## src/shared/adt_pkg.sv

```systemverilog
// Constants, states and timing for the A/D sequencing and temperature block.
// Assumes one 50 MHz system clock and a synchronous active-high reset.
//
// Overview of operation
// - Power-on bit enables converter circuitry
// - Source select picks external or internal input
// - Two-bit field selects converter reference
// - Alignment bit sets result data format
// - Start bit low-high-low pulse begins conversion
// - Busy high during conversion, low when done
// - Power bit low switches converter off
// - Twelve-bit unsigned code, full scale FFFH
// - Transitions offset half step, last 1.5 step
// - Slope bytes at 1FF5H high, 1FF6H low
// - Offset bytes at 1FE6H and 1FE7H
// - Constants readable only with mapping enabled
// - Sensor conversion 58 clocks, others 16
// - Completion sets request flag, raises interrupt
package adt_pkg;
  // ==========================================================
  // Widths and codes
  localparam int          RES_W        = 12;
  localparam logic [11:0] FULL_SCALE   = 12'hFFF;
  localparam logic [3:0]  CH_PARK_MIN  = 4'h8;
  localparam logic [2:0]  SRC_EXTERNAL = 3'h0;
  localparam logic [2:0]  SRC_SENSOR   = 3'h4;
  localparam logic [2:0]  SRC_FORBID   = 3'h7;
  // ==========================================================
  // Conversion timing in converter clock periods
  localparam logic [5:0]  SAMPLE_EXT   = 6'h04;
  localparam logic [5:0]  SAMPLE_TS    = 6'h2E;
  localparam logic [5:0]  CONVERT_CLK  = 6'h0C;
  // ==========================================================
  // Option memory locations of calibration constants
  localparam logic [12:0] SLOPE_HI_ADR = 13'h1FF5;
  localparam logic [12:0] SLOPE_LO_ADR = 13'h1FF6;
  localparam logic [12:0] TOS_HI_ADR   = 13'h1FE6;
  localparam logic [12:0] TOS_LO_ADR   = 13'h1FE7;
  localparam logic [7:0]  RESET_BYTE   = 8'h00;
  typedef enum logic [1:0] {ADT_IDLE, ADT_SAMPLE, ADT_CONVERT} adt_state_t;
endpackage

```

## src/rtl/adt_clkdiv.sv

```systemverilog
// Converter clock tick generator: one pulse each 2^sel system clocks.
// Assumes sel is stable while the converter runs.
`timescale 1ns/100ps
module adt_clkdiv (
  input  wire logic       clock,
  input  wire logic       reset,
  input  wire logic       run,
  input  wire logic [2:0] sel,
  output logic            tick
);
  logic [6:0] cnt;
  logic [6:0] next_cnt;
  logic [6:0] limit;
  logic       next_tick;
  // ==========================================================
  // Divide counter
  always_comb begin
    limit     = 7'((8'h01 << sel) - 8'h01);
    next_cnt  = cnt;
    next_tick = 1'b0;
    if (!run) begin
      next_cnt = 7'h00; // Restart phase on each conversion
    end else if (cnt >= limit) begin
      next_cnt  = 7'h00;
      next_tick = 1'b1;
    end else begin
      next_cnt = cnt + 7'h01;
    end
  end
  always_ff @(posedge clock) begin
    if (reset) begin
      cnt  <= 7'h00;
      tick <= 1'b0;
    end else begin
      cnt  <= next_cnt;
      tick <= next_tick;
    end
  end
endmodule

```

## src/rtl/adt_top.sv

```systemverilog
// Sequencer for the 12-bit converter, result formatting, option memory
// window for calibration constants, and hardware temperature calculation.
// Assumes analog inputs and quantiser code arrive from outside, unsynchronised.
`timescale 1ns/100ps
module adt_top #(
  parameter logic [15:0] SLOPE_CAL = 16'h0000,
  parameter logic [11:0] TOS_CAL   = 12'h000
) (
  input  wire logic        clock,
  input  wire logic        reset,
  input  wire logic [2:0]  conv_clock_divider_sel,
  input  wire logic        conv_mode_sel,
  input  wire logic        converter_power_on,
  input  wire logic [2:0]  input_source_sel,
  input  wire logic [3:0]  external_channel_sel,
  input  wire logic [1:0]  reference_source_sel,
  input  wire logic        result_alignment_sel,
  input  wire logic        global_irq_enable,
  input  wire logic        conv_irq_enable,
  input  wire logic        irq_flag_clear,
  input  wire logic        start_bit,
  input  wire logic [11:0] quantiser_code,
  input  wire logic        option_map_control,
  input  wire logic [12:0] table_addr,
  output logic             conversion_busy_flag,
  output logic             conv_irq_flag,
  output logic             conv_irq,
  output logic [7:0]       result_high_byte,
  output logic [7:0]       result_low_byte,
  output logic             analog_power,
  output logic [3:0]       analog_mux_sel,
  output logic [1:0]       analog_ref_sel,
  output logic             analog_low_current,
  output logic             analog_sample,
  output logic [7:0]       table_data,
  output logic [11:0]      temperature
);
  // ==========================================================
  // Input synchroniser for the external quantiser code
  logic [11:0] code_s1;
  logic [11:0] code_s2;
  always_ff @(posedge clock) begin
    if (reset) begin
      code_s1 <= 12'h000;
      code_s2 <= 12'h000;
    end else begin
      code_s1 <= quantiser_code;
      code_s2 <= code_s1;
    end
  end

  // ==========================================================
  // Converter clock divider
  logic tick;
  adt_clkdiv u_div (
    .clock (clock),
    .reset (reset),
    .run   (conversion_busy_flag),
    .sel   (conv_clock_divider_sel),
    .tick  (tick)
  );

  // ==========================================================
  // Conversion sequencer
  adt_pkg::adt_state_t state;
  adt_pkg::adt_state_t next_state;
  logic [5:0]  cnt;
  logic [5:0]  next_cnt;
  logic        start_q;
  logic        next_busy;
  logic        next_flag;
  logic        next_irq;
  logic        done;
  logic [11:0] res;
  logic [11:0] next_res;
  logic        is_sensor;
  logic [5:0]  sample_len;
  always_comb begin
    is_sensor  = (input_source_sel == adt_pkg::SRC_SENSOR);
    sample_len = is_sensor ? adt_pkg::SAMPLE_TS : adt_pkg::SAMPLE_EXT;
    next_state = state;
    next_cnt   = cnt;
    next_res   = res;
    done       = 1'b0;
    case (state)
      adt_pkg::ADT_IDLE: begin
        // Falling edge of start ends the pulse and launches; needs power
        if (start_q && !start_bit && converter_power_on) begin
          next_state = adt_pkg::ADT_SAMPLE;
          next_cnt   = 6'h00;
        end
      end
      adt_pkg::ADT_SAMPLE: begin
        if (tick) begin
          if (cnt == sample_len - 6'h01) begin
            next_state = adt_pkg::ADT_CONVERT;
            next_cnt   = 6'h00;
          end else begin
            next_cnt = cnt + 6'h01;
          end
        end
      end
      adt_pkg::ADT_CONVERT: begin
        if (tick) begin
          if (cnt == adt_pkg::CONVERT_CLK - 6'h01) begin
            next_state = adt_pkg::ADT_IDLE;
            next_res   = code_s2 & adt_pkg::FULL_SCALE;
            done       = 1'b1;
          end else begin
            next_cnt = cnt + 6'h01;
          end
        end
      end
      default: next_state = adt_pkg::ADT_IDLE;
    endcase
    // Power removal aborts the conversion, result kept unless power drops on the final convert tick
    if (!converter_power_on) begin
      next_state = adt_pkg::ADT_IDLE;
      done       = 1'b0;
    end
    // A rising start edge resets a running conversion
    if (!start_q && start_bit) begin
      next_state = adt_pkg::ADT_IDLE;
      done       = 1'b0;
    end
    next_busy = (next_state != adt_pkg::ADT_IDLE);
    // Set wins over a simultaneous clear
    next_flag = done | (conv_irq_flag & ~irq_flag_clear);
    next_irq  = next_flag & conv_irq_enable & global_irq_enable;
  end
  always_ff @(posedge clock) begin
    if (reset) begin
      state                <= adt_pkg::ADT_IDLE;
      cnt                  <= 6'h00;
      start_q              <= 1'b0;
      conversion_busy_flag <= 1'b0;
      conv_irq_flag        <= 1'b0;
      conv_irq             <= 1'b0;
      res                  <= 12'h000;
    end else begin
      state                <= next_state;
      cnt                  <= next_cnt;
      start_q              <= start_bit;
      conversion_busy_flag <= next_busy;
      conv_irq_flag        <= next_flag;
      conv_irq             <= next_irq;
      res                  <= next_res;
    end
  end

  // ==========================================================
  // Analog front-end controls and result formatting
  logic [7:0]  next_hi;
  logic [7:0]  next_lo;
  logic [3:0]  next_mux;
  logic        next_sample;
  always_comb begin
    // Internal sources force the parked channel code
    next_mux = (input_source_sel == adt_pkg::SRC_EXTERNAL) ? external_channel_sel
                                                           : adt_pkg::CH_PARK_MIN;
    next_sample = (state == adt_pkg::ADT_SAMPLE);
    if (result_alignment_sel) begin
      next_hi = {4'h0, res[11:8]};
      next_lo = res[7:0];
    end else begin
      next_hi = res[11:4];
      next_lo = {res[3:0], 4'h0};
    end
  end
  always_ff @(posedge clock) begin
    if (reset) begin
      result_high_byte   <= 8'h00;
      result_low_byte    <= 8'h00;
      analog_power       <= 1'b0;
      analog_mux_sel     <= 4'h0;
      analog_ref_sel     <= 2'h0;
      analog_low_current <= 1'b0;
      analog_sample      <= 1'b0;
    end else begin
      result_high_byte   <= next_hi;
      result_low_byte    <= next_lo;
      analog_power       <= converter_power_on;
      analog_mux_sel     <= next_mux;
      analog_ref_sel     <= reference_source_sel;
      analog_low_current <= conv_mode_sel;
      analog_sample      <= next_sample;
    end
  end

  // ==========================================================
  // Option memory window and temperature calculation
  logic [7:0]  next_tbl;
  logic [27:0] product;
  logic [15:0] diff;
  logic [11:0] next_temp;
  always_comb begin
    next_tbl = adt_pkg::RESET_BYTE;
    if (option_map_control) begin
      case (table_addr)
        adt_pkg::SLOPE_HI_ADR: next_tbl = SLOPE_CAL[15:8];
        adt_pkg::SLOPE_LO_ADR: next_tbl = SLOPE_CAL[7:0];
        adt_pkg::TOS_HI_ADR:   next_tbl = TOS_CAL[11:4];
        adt_pkg::TOS_LO_ADR:   next_tbl = {4'h0, TOS_CAL[3:0]};
        default:               next_tbl = adt_pkg::RESET_BYTE;
      endcase
    end
    product   = SLOPE_CAL * res;
    diff      = product[27:12] - {4'h0, TOS_CAL};
    next_temp = diff[11:0];
  end
  always_ff @(posedge clock) begin
    if (reset) begin
      table_data  <= adt_pkg::RESET_BYTE;
      temperature <= 12'h000;
    end else begin
      table_data  <= next_tbl;
      temperature <= next_temp;
    end
  end
endmodule

```

## config.mk

```make
export PLATFORM = sky130hd
export DESIGN_NAME = adt_top
export DESIGN_NICKNAME = d
export VERILOG_FILES = /design/src/shared/adt_pkg.sv /design/src/rtl/adt_clkdiv.sv /design/src/rtl/adt_top.sv
export SDC_FILE = /design/constraint.sdc
export NUM_CORES = 1
export LEC_CHECK = 0
export BUFFER_PORTS_ARGS = -buffer_cell sky130_fd_sc_hd__buf_4
export CORE_ASPECT_RATIO = 0.7
export CORE_MARGIN = 1.5
export CORE_UTILIZATION = 30
export DETAILED_ROUTE_END_ITERATION = 8
export HOLD_SLACK_MARGIN = 0.12
export PLACE_DENSITY = 0.56
export REMOVE_ABC_BUFFERS = 1
export SLEW_MARGIN = 5
export SYNTH_ARGS = -nofsm -noshare
export SYNTH_HDL_FRONTEND = slang
export SYNTH_HIERARCHICAL = 1
export SYNTH_SLANG_ARGS = --single-unit
```

## constraint.sdc

```tcl
create_clock -name clock -period 3.3 [get_ports clock]
set_input_delay 0.66 -clock clock [delete_from_list [all_inputs] [get_ports clock]]
set_output_delay 0.66 -clock clock [all_outputs]
set_load 0.01 [all_outputs]
```

== Word-level counts from Yosys, hierarchy flattened ==
Index checks and enable logic that the tools add are counted.

* Bits in registers: 81
* Bits of input ports: 47
* Output and inout port bits: 48
* Word-level logic and storage cells: 84

* $add $sub $neg: 4
* $lt $le $gt $ge: 1
* Equal/unequal tests: 9
* Shift operators: 1
* Multiplexer cells: 24
* Bitwise gates (word level): 8
* Reduce and logical (&&, ||, !) cells: 16

{| class="wikitable"
|+ Operator list
! cell !! number
|-
| $mux W6 || 6
|-
| $pmux W6 S3 || 1
|-
| $mux W2 || 7
|-
| $mux W4 || 2
|-
| $mux W8 || 1
|-
| $reduce_or A2 Y1 || 4
|-
| $add A7 B1 Y7 const B || 1
|-
| $ge A7 B7 Y1 || 1
|-
| $shl A1 B3 Y7 const A || 1
|-
| $sub A7 B1 Y7 const B || 1
|-
| $add A6 B1 Y6 const B || 1
|-
| $eq A6 B4 Y1 const B || 1
|-
| $eq A6 B6 Y1 || 1
|-
| $mux W1 || 6
|-
| $pmux W2 S3 || 1
|-
| $sub A6 B1 Y6 const B || 1
|-
| $reduce_and A5 Y1 || 1
|-
| $ne A2 B1 Y1 const B || 2
|-
| $ne A2 B2 Y1 const B || 2
|-
| $not A1 Y1 || 4
|-
| $and A1 B1 Y1 || 3
|-
| $eq A3 B3 Y1 const B || 1
|-
| $logic_and A1 B1 Y1 || 3
|-
| $logic_not A3 Y1 || 1
|-
| other kinds (9) || 10
|}

== Logic depth before layout (Yosys ltp) ==
Gate-level depths: netlist of run 1.

* Depth in word-level cells: 10
* Gate-level depth with buffers: 7
* Depth with buffers taken out: 7

== Cells and area by module ==
The synthesis of run 1 kept the hierarchy.

{| class="wikitable"
|+ By module, submodules not included
! module !! instances !! cells an instance !! area an instance (um2) !! sequential area each (um2)
|-
| adt_top || 1 || 259 || 2758.9 || 1461.4
|-
| adt_clkdiv || 1 || 53 || 496.7 || 160.2
|}

== Worst setup path before layout of run 1 ==
Ideal clock, no wire load.

* Path kind: input-to-reg
* Start point: input conv_clock_divider_sel[1]
* End point: register u_div.tick
* Arrival: 1.943 ns
* Required time: 3.175 ns
* Setup slack: 1.232 ns
* Stages: 6
* Buffers on the path: 0
* Cell sequence: or3_1 -> ha_1 -> nand2b_1 -> a211oi_2 -> o31ai_4 -> nor2b_1

* Word-level cells in the longest chain between the ends: 4

{| class="wikitable"
|+ RTL lines
! item !! RTL line !! source
|-
| from (decl) || adt_top.sv:11 || <nowiki>input wire logic [2:0] conv_clock_divider_sel,</nowiki>
|-
| $shl A1 B3 Y7 || adt_clkdiv.sv:18 || <nowiki>limit = 7'((8'h01 << sel) - 8'h01);</nowiki>
|-
| $sub A7 B1 Y7 || adt_clkdiv.sv:18 ||
|-
| $ge A7 B7 Y1 || adt_clkdiv.sv:23 || <nowiki>end else if (cnt >= limit) begin</nowiki>
|-
| $mux W1 || adt_clkdiv.sv:23 ||
|-
| to (signal assigned) || adt_clkdiv.sv:36 || <nowiki>tick <= next_tick;</nowiki>
|-
| to (decl) || adt_clkdiv.sv:9 || <nowiki>output logic tick</nowiki>
|}

Every way passes these cells.
A chain may end at the register's enable or synchronous reset.

==> run summary, run 1 <==
Unrepaired setup endpoints after global routing - false
P per Cell Area - 515.5 nW/µm²
Drt wl/cell - 11.83 µm
Post-CTS sizing - 0
Clk root buf - clkbuf_16
Layout cells sized above 1 - 0.2322
First-pass GRT wire length - 9922 µm
1st-iter DRT viols - 92
Synth Instances - 312
DR DRC count - 0
Prevailing post-synth register cell - dfxtp_1
Total length of routed wires - 6046 µm
Final hold vios - 0
Min setup slack post-route - 1.153 ns
TritonCTS clock tree - built
Status - finished clean
Dpl cells - 495
Rows - 31
Htree depth - 3
Place WS - 1.023 ns
Nets - 434
Synthesized area per cell - 10.43 µm²
Worst rel slew slack - 0.6133
Pins Over Slew Limit - 0
Clock latency on the worst-skew pair - 0.33 ns
Synth warn - 6
Core ar. - 10430 µm²
Die Height - 90.16 µm
# setup viols final - 0
Final setup skew - 0.005247 ns
Hpwl dp - 4413 µm
Area Growth Syn to Fin - 25.21%
Final period util - 0.6505
CP Launch Type - flip-flop
Min-delay worst type - flip-flop to flip-flop
Area of placed instances - 3769 µm²
CTS buffer count - 9
Antenna cells - 0
Reg2reg setup slack - 1.15 ns
Number of flops mapped to enable cells by yosys - 0
Fmax - 465.8 MHz
Worst VDD drop - 0.2648 mV
Clock-pin slew on the worst setup and hold paths - 0.06 ns
I/O pins - 95
Final TNS setup - 0 ns
CP Capture Type - flip-flop
WP data arrival - 2.37 ns
CTS Hold Bufs - 0
Gr ovfl total - 0
Crit Path Category - flip-flop to flip-flop
Final Hold Slack - 0.4304 ns
Cell area after synthesis - 3256 µm²
Netlist cell types - 45
GRT Overall Usage - 0.1098
Total number of vias - 2225
Initial core utilization - 0.3120
Die ar. - 11500 µm²
Fin area - 4076 µm²
Worst-margin pin slew - 0.5800 ns
Minimum clock period - 2.147 ns
Final weighted congestion in routability-driven placement - 0.7654
Largest net degree at the start of global routing - 60
LEAKAGE - 1.835 nW
Async set-reset flop share out of synthesis - 0
Port bufs - 60
First-pass DRT Iterations - 4
Num Clock Sinks - 81
Via density - 4.354
Number of global-route vias before repair - 2118
Number of buffers added for setup after CTS - 0
Layout Cells excl Fill - 511
Deepest clock path buffer count - 2
Sequential area share after synthesis - 0.4981
Die width - 127.5 µm
Post-synthesis register bit count - 81
Crit path max fanout - 7
Initial antenna violation count - 0
Fillers - 1027
Critical Path RT - 3.52 ns
# Max-Cap Violations - 0
Post-DRT Antenna Nets - 0
## cell usage after synthesis, types with 5 or more instances
cell | instances | area share
nor2b_1 | 35 | 0.067
mux2i_1 | 23 | 0.071
dfxtp_1 | 81 | 0.50
and2_1 | 11 | 0.021
inv_1 | 7 | 0.0081
a22o_1 | 5 | 0.013
and3_1 | 6 | 0.012
nand3_1 | 7 | 0.011
buf_4 | 20 | 0.046
ha_1 | 13 | 0.050
nor3_1 | 8 | 0.012
buf_1 | 5 | 0.0058
nor2_1 | 33 | 0.038
## layout by cell type, fill, tap and decap left out, types with 2 or more instances in the layout
cell type  synthesis  layout
nor2b_1           35      35
xor2_1             4       4
conb_1             1      20
a211oi_2           3       3
o21a_1             2       2
and2_1            11      11
nand2b_1           3       3
dfxtp_1           81      81
nand2_1            4       4
buf_4             20      62
nand4_1            2       2
inv_1              7       7
nand3_1            7       7
o22ai_1            4       4
or3b_1             2       2
clkbuf_8           0       2
a21oi_1            4       4
a21oi_2            2       2
nor3_1             8       8
ha_1              13      13
nand3b_1           2       2
nor4_1             2       2
and3_1             6       6
a211o_1            2       2
a22o_1             5       5
mux2i_1           23      23
clkbuf_16          0       9
nor2_1            33      33
## cell type report
type                       count  area [µm²]  share of cell area
inverter                       8       30.03            0.007366
tap                          132       165.2             0.04052
sequential                    81        1622              0.3978
multi-input combinational    212        1486              0.3646
clock buffer                  12       256.5             0.06292
timing repair buffer          62       465.4              0.1142
clock inverter                 4       51.30             0.01258
## state kept, by name (all words and copies together), names as in the netlist
register              flops
code_s1                  12
code_s2                  12
res                      12
result_high_byte          8
result_low_byte           8
u_div/cnt                 7
cnt                       6
analog_mux_sel            4
analog_ref_sel            2
state                     2
analog_low_current        1
analog_power              1
analog_sample             1
conv_irq                  1
conv_irq_flag             1
conversion_busy_flag      1
start_q                   1
u_div/tick                1
## cell families after synthesis
kind of cell	count (synthesis)	synth area share
buffers and inverters	38	0.06725
AND/OR/NAND/NOR	121	0.2110
other	1	0.001152
multiplexers	23	0.07071
flip-flops	81	0.4981
XOR/XNOR	5	0.01345
AO/OA/AOI/OAI	30	0.08840
adder cells (fa/ha/maj)	13	0.04996
## routing by layer
layer / vias to the layer above / track usage / wire length [µm]
met5: - / 0 / 0
met4: 0 / 0.03977 / 75
met3: 8 / 0.04464 / 335
met2: 51 / 0.1703 / 2598
met1: 1023 / 0.1371 / 3036
li1: 1143 / - / -
## metrics by stage
| stage | util | power, mW |
|---|---|---|
| 2_1_floorplan | - | 1.068 |
| 3_3_place_gp | 0.3612 | 1.127 |
| 3_5_place_dp | 0.3612 | 1.129 |
| 4_1_cts | 0.3907 | 2.134 |
| 5_1_grt | 0.3907 | 2.190 |
| 6_report | 0.3907 | 2.102 |
## worst max-delay path, stage by stage (launching register included)
cell and delay [ns]:
dfxtp_1 0.39, inv_1 0.08, ha_1 0.28, nor2_1 0.22, mux2i_1 0.17, a211oi_2 0.50
o22ai_1 0.15, a22o_1 0.24
## path summary, 6_finish.rpt
path | start | to | cells past startpoint
worst max register to register | state[0] | cnt[2] | 7
worst max-delay path | state[0] | cnt[2] | 7
worst min register to register | code_s1[0] | code_s2[0] | 1
worst min-delay path | code_s1[0] | code_s2[0] | 1
## power by group
group / switching [mW] / leakage [nW] / internal [mW]
Clock: 0.368 / 0.149 / 0.627
Combinational: 0.0543 / 1.03 / 0.0512
Sequential: 0.00482 / 0.659 / 0.997
Total: 0.427 / 1.83 / 1.67
Note: power is estimated with default switching activity, not from simulation.
==> inputs of run 2 (changes only) <==
--- a/config.mk
+++ b/config.mk
@@ -11,7 +11,7 @@
 export CORE_UTILIZATION = 30
 export DETAILED_ROUTE_END_ITERATION = 8
 export HOLD_SLACK_MARGIN = 0.12
-export PLACE_DENSITY = 0.56
+export PLACE_DENSITY = 0.58
 export REMOVE_ABC_BUFFERS = 1
 export SLEW_MARGIN = 5
 export SYNTH_ARGS = -nofsm -noshare
==> constraint.sdc (replaced) <==
create_clock -name clock -period 1.78 [get_ports clock]
set_input_delay 0.356 -clock clock [delete_from_list [all_inputs] [get_ports clock]]
set_output_delay 0.356 -clock clock [all_outputs]
set_load 0.01 [all_outputs]
==> run summary, run 2 (same netlist as run 1, synthesis figures left out) <==
Gr ovfl total - 0 (unchanged)
Nets - 460 (+6.0%)
DR DRC count - 0 (unchanged)
Rows - 31 (unchanged)
Total length of routed wires - 6565 µm (+8.6%)
Number of global-route vias before repair - 2244 (+5.9%)
Cells along the critical path - buf_4 -> ha_4 -> buf_4 -> nand2_2 -> nor2_2 -> a311oi_4 -> buf_4 -> a2111oi_4 -> buf_4 -> a22o_1
WHS Path Cells - 2 (+1)
Antenna cells - 0 (unchanged)
Minimum clock period - 1.809 ns (-0.3375 ns)
Deepest clock path buffer count - 2 (unchanged)
Post-DRT Antenna Nets - 0 (unchanged)
Final setup skew - 0.007016 ns (+0.001769 ns)
Fillers - 1023 (-0.39%)
Overall power - 3.843 mW (+83%)
Final TNS setup - -0.05590 ns (-0.05590 ns)
TritonCTS clock tree - built
Initial core utilization - 0.3120 (unchanged)
Most common cell after layout, fill and taps aside - buf_4
Critical Path RT - 2.00 ns (-1.52 ns)
Port bufs - 60 (unchanged)
Most frequent cells in the layout - buf_4 (88), dfxtp_1 (77), nor2b_1 (35), nor2_1 (31), mux2i_1 (22)
Htree depth - 3 (unchanged)
WP data arrival - 2.03 ns (-0.34 ns)
Clock-pin slew on the worst setup and hold paths - 0.06 ns (about the same)
First-pass DRT Iterations - 4 (unchanged)
Reg2Reg Depth - 10 (+3)
Die width - 127.5 µm (unchanged)
Failing checks - negative setup slack
Worst VDD drop - 0.4484 mV (+69%)
NetSw - 0.7806 mW (+83%)
Hpwl dp - 4891 µm (+11%)
Core ar. - 10430 µm² (unchanged)
Area Growth Syn to Fin - 32.09%
Via density - 4.359 (+0.11%)
LEAKAGE - 1.956 nW (+6.6%)
P per Cell Area - 893.7 nW/µm² (+73%)
Drt wl/cell - 12.27 µm (+3.7%)
Worst path max stage delay - 0.32 ns (-0.18 ns)
Final Hold Slack - 0.2308 ns (-0.1995 ns)
Final hold vios - 0 (unchanged)
Min-delay worst type - primary input to flip-flop
Unrepaired setup endpoints after global routing - true
Final period util - 1.016 (+0.3659)
Largest net degree at the start of global routing - 50 (-17%)
1st-iter DRT viols - 104 (+13%)
Combinational power share - 0.057 (+0.007)
Pins Over Slew Limit - 0 (unchanged)
Most frequent CP cell - buf_4
Status - complete, but fails checks
First-pass GRT wire length - 10760 µm (+8.5%)
I/O pins - 95 (unchanged)
Sequential share of power - 0.483 (+0.006)
Num Clock Sinks - 81 (unchanged)
Int Power - 3.063 mW (+83%)
Layout cells sized above 1 - 0.3102 (+0.07798)
Crit path max fanout - 4 (-3)
CP Launch Type - flip-flop
Initial antenna violation count - 0 (unchanged)
Clk root buf - clkbuf_16
CTS buffer count - 9 (unchanged)
Total number of vias - 2332 (+4.8%)
Die Height - 90.16 µm (unchanged)
CTS Hold Bufs - 0 (unchanged)
Place WS - -0.2061 ns (-1.230 ns)
Clock latency on the worst-skew pair - 0.33 ns (about the same)
Fmax - 552.7 MHz (+19%)
CP Capture Type - flip-flop
Clock share of power - 0.460 (-0.013)
GRT Overall Usage - 0.1197 (+0.009858)
Crit Path Category - flip-flop to flip-flop
Post-layout util - 0.4122 (+0.02147)
# Max-Cap Violations - 0 (unchanged)
# setup viols final - 4 (+4)
Final weighted congestion in routability-driven placement - 0.7960 (+4.0%)
Min setup slack post-route - -0.02925 ns (-1.183 ns)
Sw Share - 0.2031 (about the same)
Die ar. - 11500 µm² (unchanged)
Slowest stage cell, crit path - dfxtp_2
Largest registers - code_s1 (12), code_s2 (12), res (12)
==> run 2: cell types whose count changed in the layout (fill, tap and decap cells not counted), moves of 2 or more <==
cell	before	now
nor2_2	0	2
nor2_1	33	31
buf_4	62	88
ha_4	0	2
dfxtp_1	81	77
dfxtp_2	0	3
ha_1	13	10
==> run 2: through the flow <==
stage,std cells,instance area [µm²]
floorplan,301,3138
global placement,516,3926
detailed placement,516,3926
CTS,533,4267
global route,535,4300
finish,535,4300
==> run 2: power by group through the flow <==
stage	Combinational [mW]	Clock, mW	Sequential (mW)
3_3_place_gp	0.215	0	1.90
5_1_grt	0.239	1.91	1.86
3_5_place_dp	0.219	0	1.90
4_1_cts	0.220	1.83	1.86
6_report	0.218	1.77	1.86
2_1_floorplan	0.0823	0	1.90
==> run 2: path summary, 6_finish.rpt <==
path | start | to | slack (ns)
setup / recovery | state[1] | cnt[2] | -0.03
hold / removal | quantiser_code[6] | code_s1[6] | 0.23
setup reg to reg | state[1] | cnt[2] | -0.03
hold reg to reg | code_s1[4] | code_s2[4] | 0.43
==> run 2: critical path: cells and delay by family (launching register included) <==
| kind | cells | cell delay (ns) |
|---|---|---|
| buf+inv | 4 | 0.60 |
| compound gates | 3 | 0.51 |
| simple gates | 2 | 0.12 |
| fa+ha+maj | 1 | 0.16 |
| flops | 1 | 0.32 |
==> run 2: timing repair <==
| item | CTS | global route |
|---|---|---|
| buffers inserted | 4 | 2 |
| pin swaps | 4 | 3 |
| gates cloned | 0 | 0 |
| setup endpoints to repair | 5 | 6 |
| gates resized for setup | 9 | 7 |
==> run 2: routing by layer <==
layer / share of wire / GRT usage
met3: 0.045 / 0.04048
met2: 0.45 / 0.1793
met5: 0 / 0
met1: 0.50 / 0.1611
met4: 0.0073 / 0.03977
==> run 2: cell type report <==
type                       count  area [µm²]  share of cell area
timing repair buffer          88       660.6              0.1536
multi-input combinational    212        1528              0.3553
clock inverter                 3       42.54            0.009892
tap                          132       165.2             0.03841
inverter                       8       32.53            0.007565
sequential                    81        1629              0.3788
clock buffer                  11       242.7             0.05644
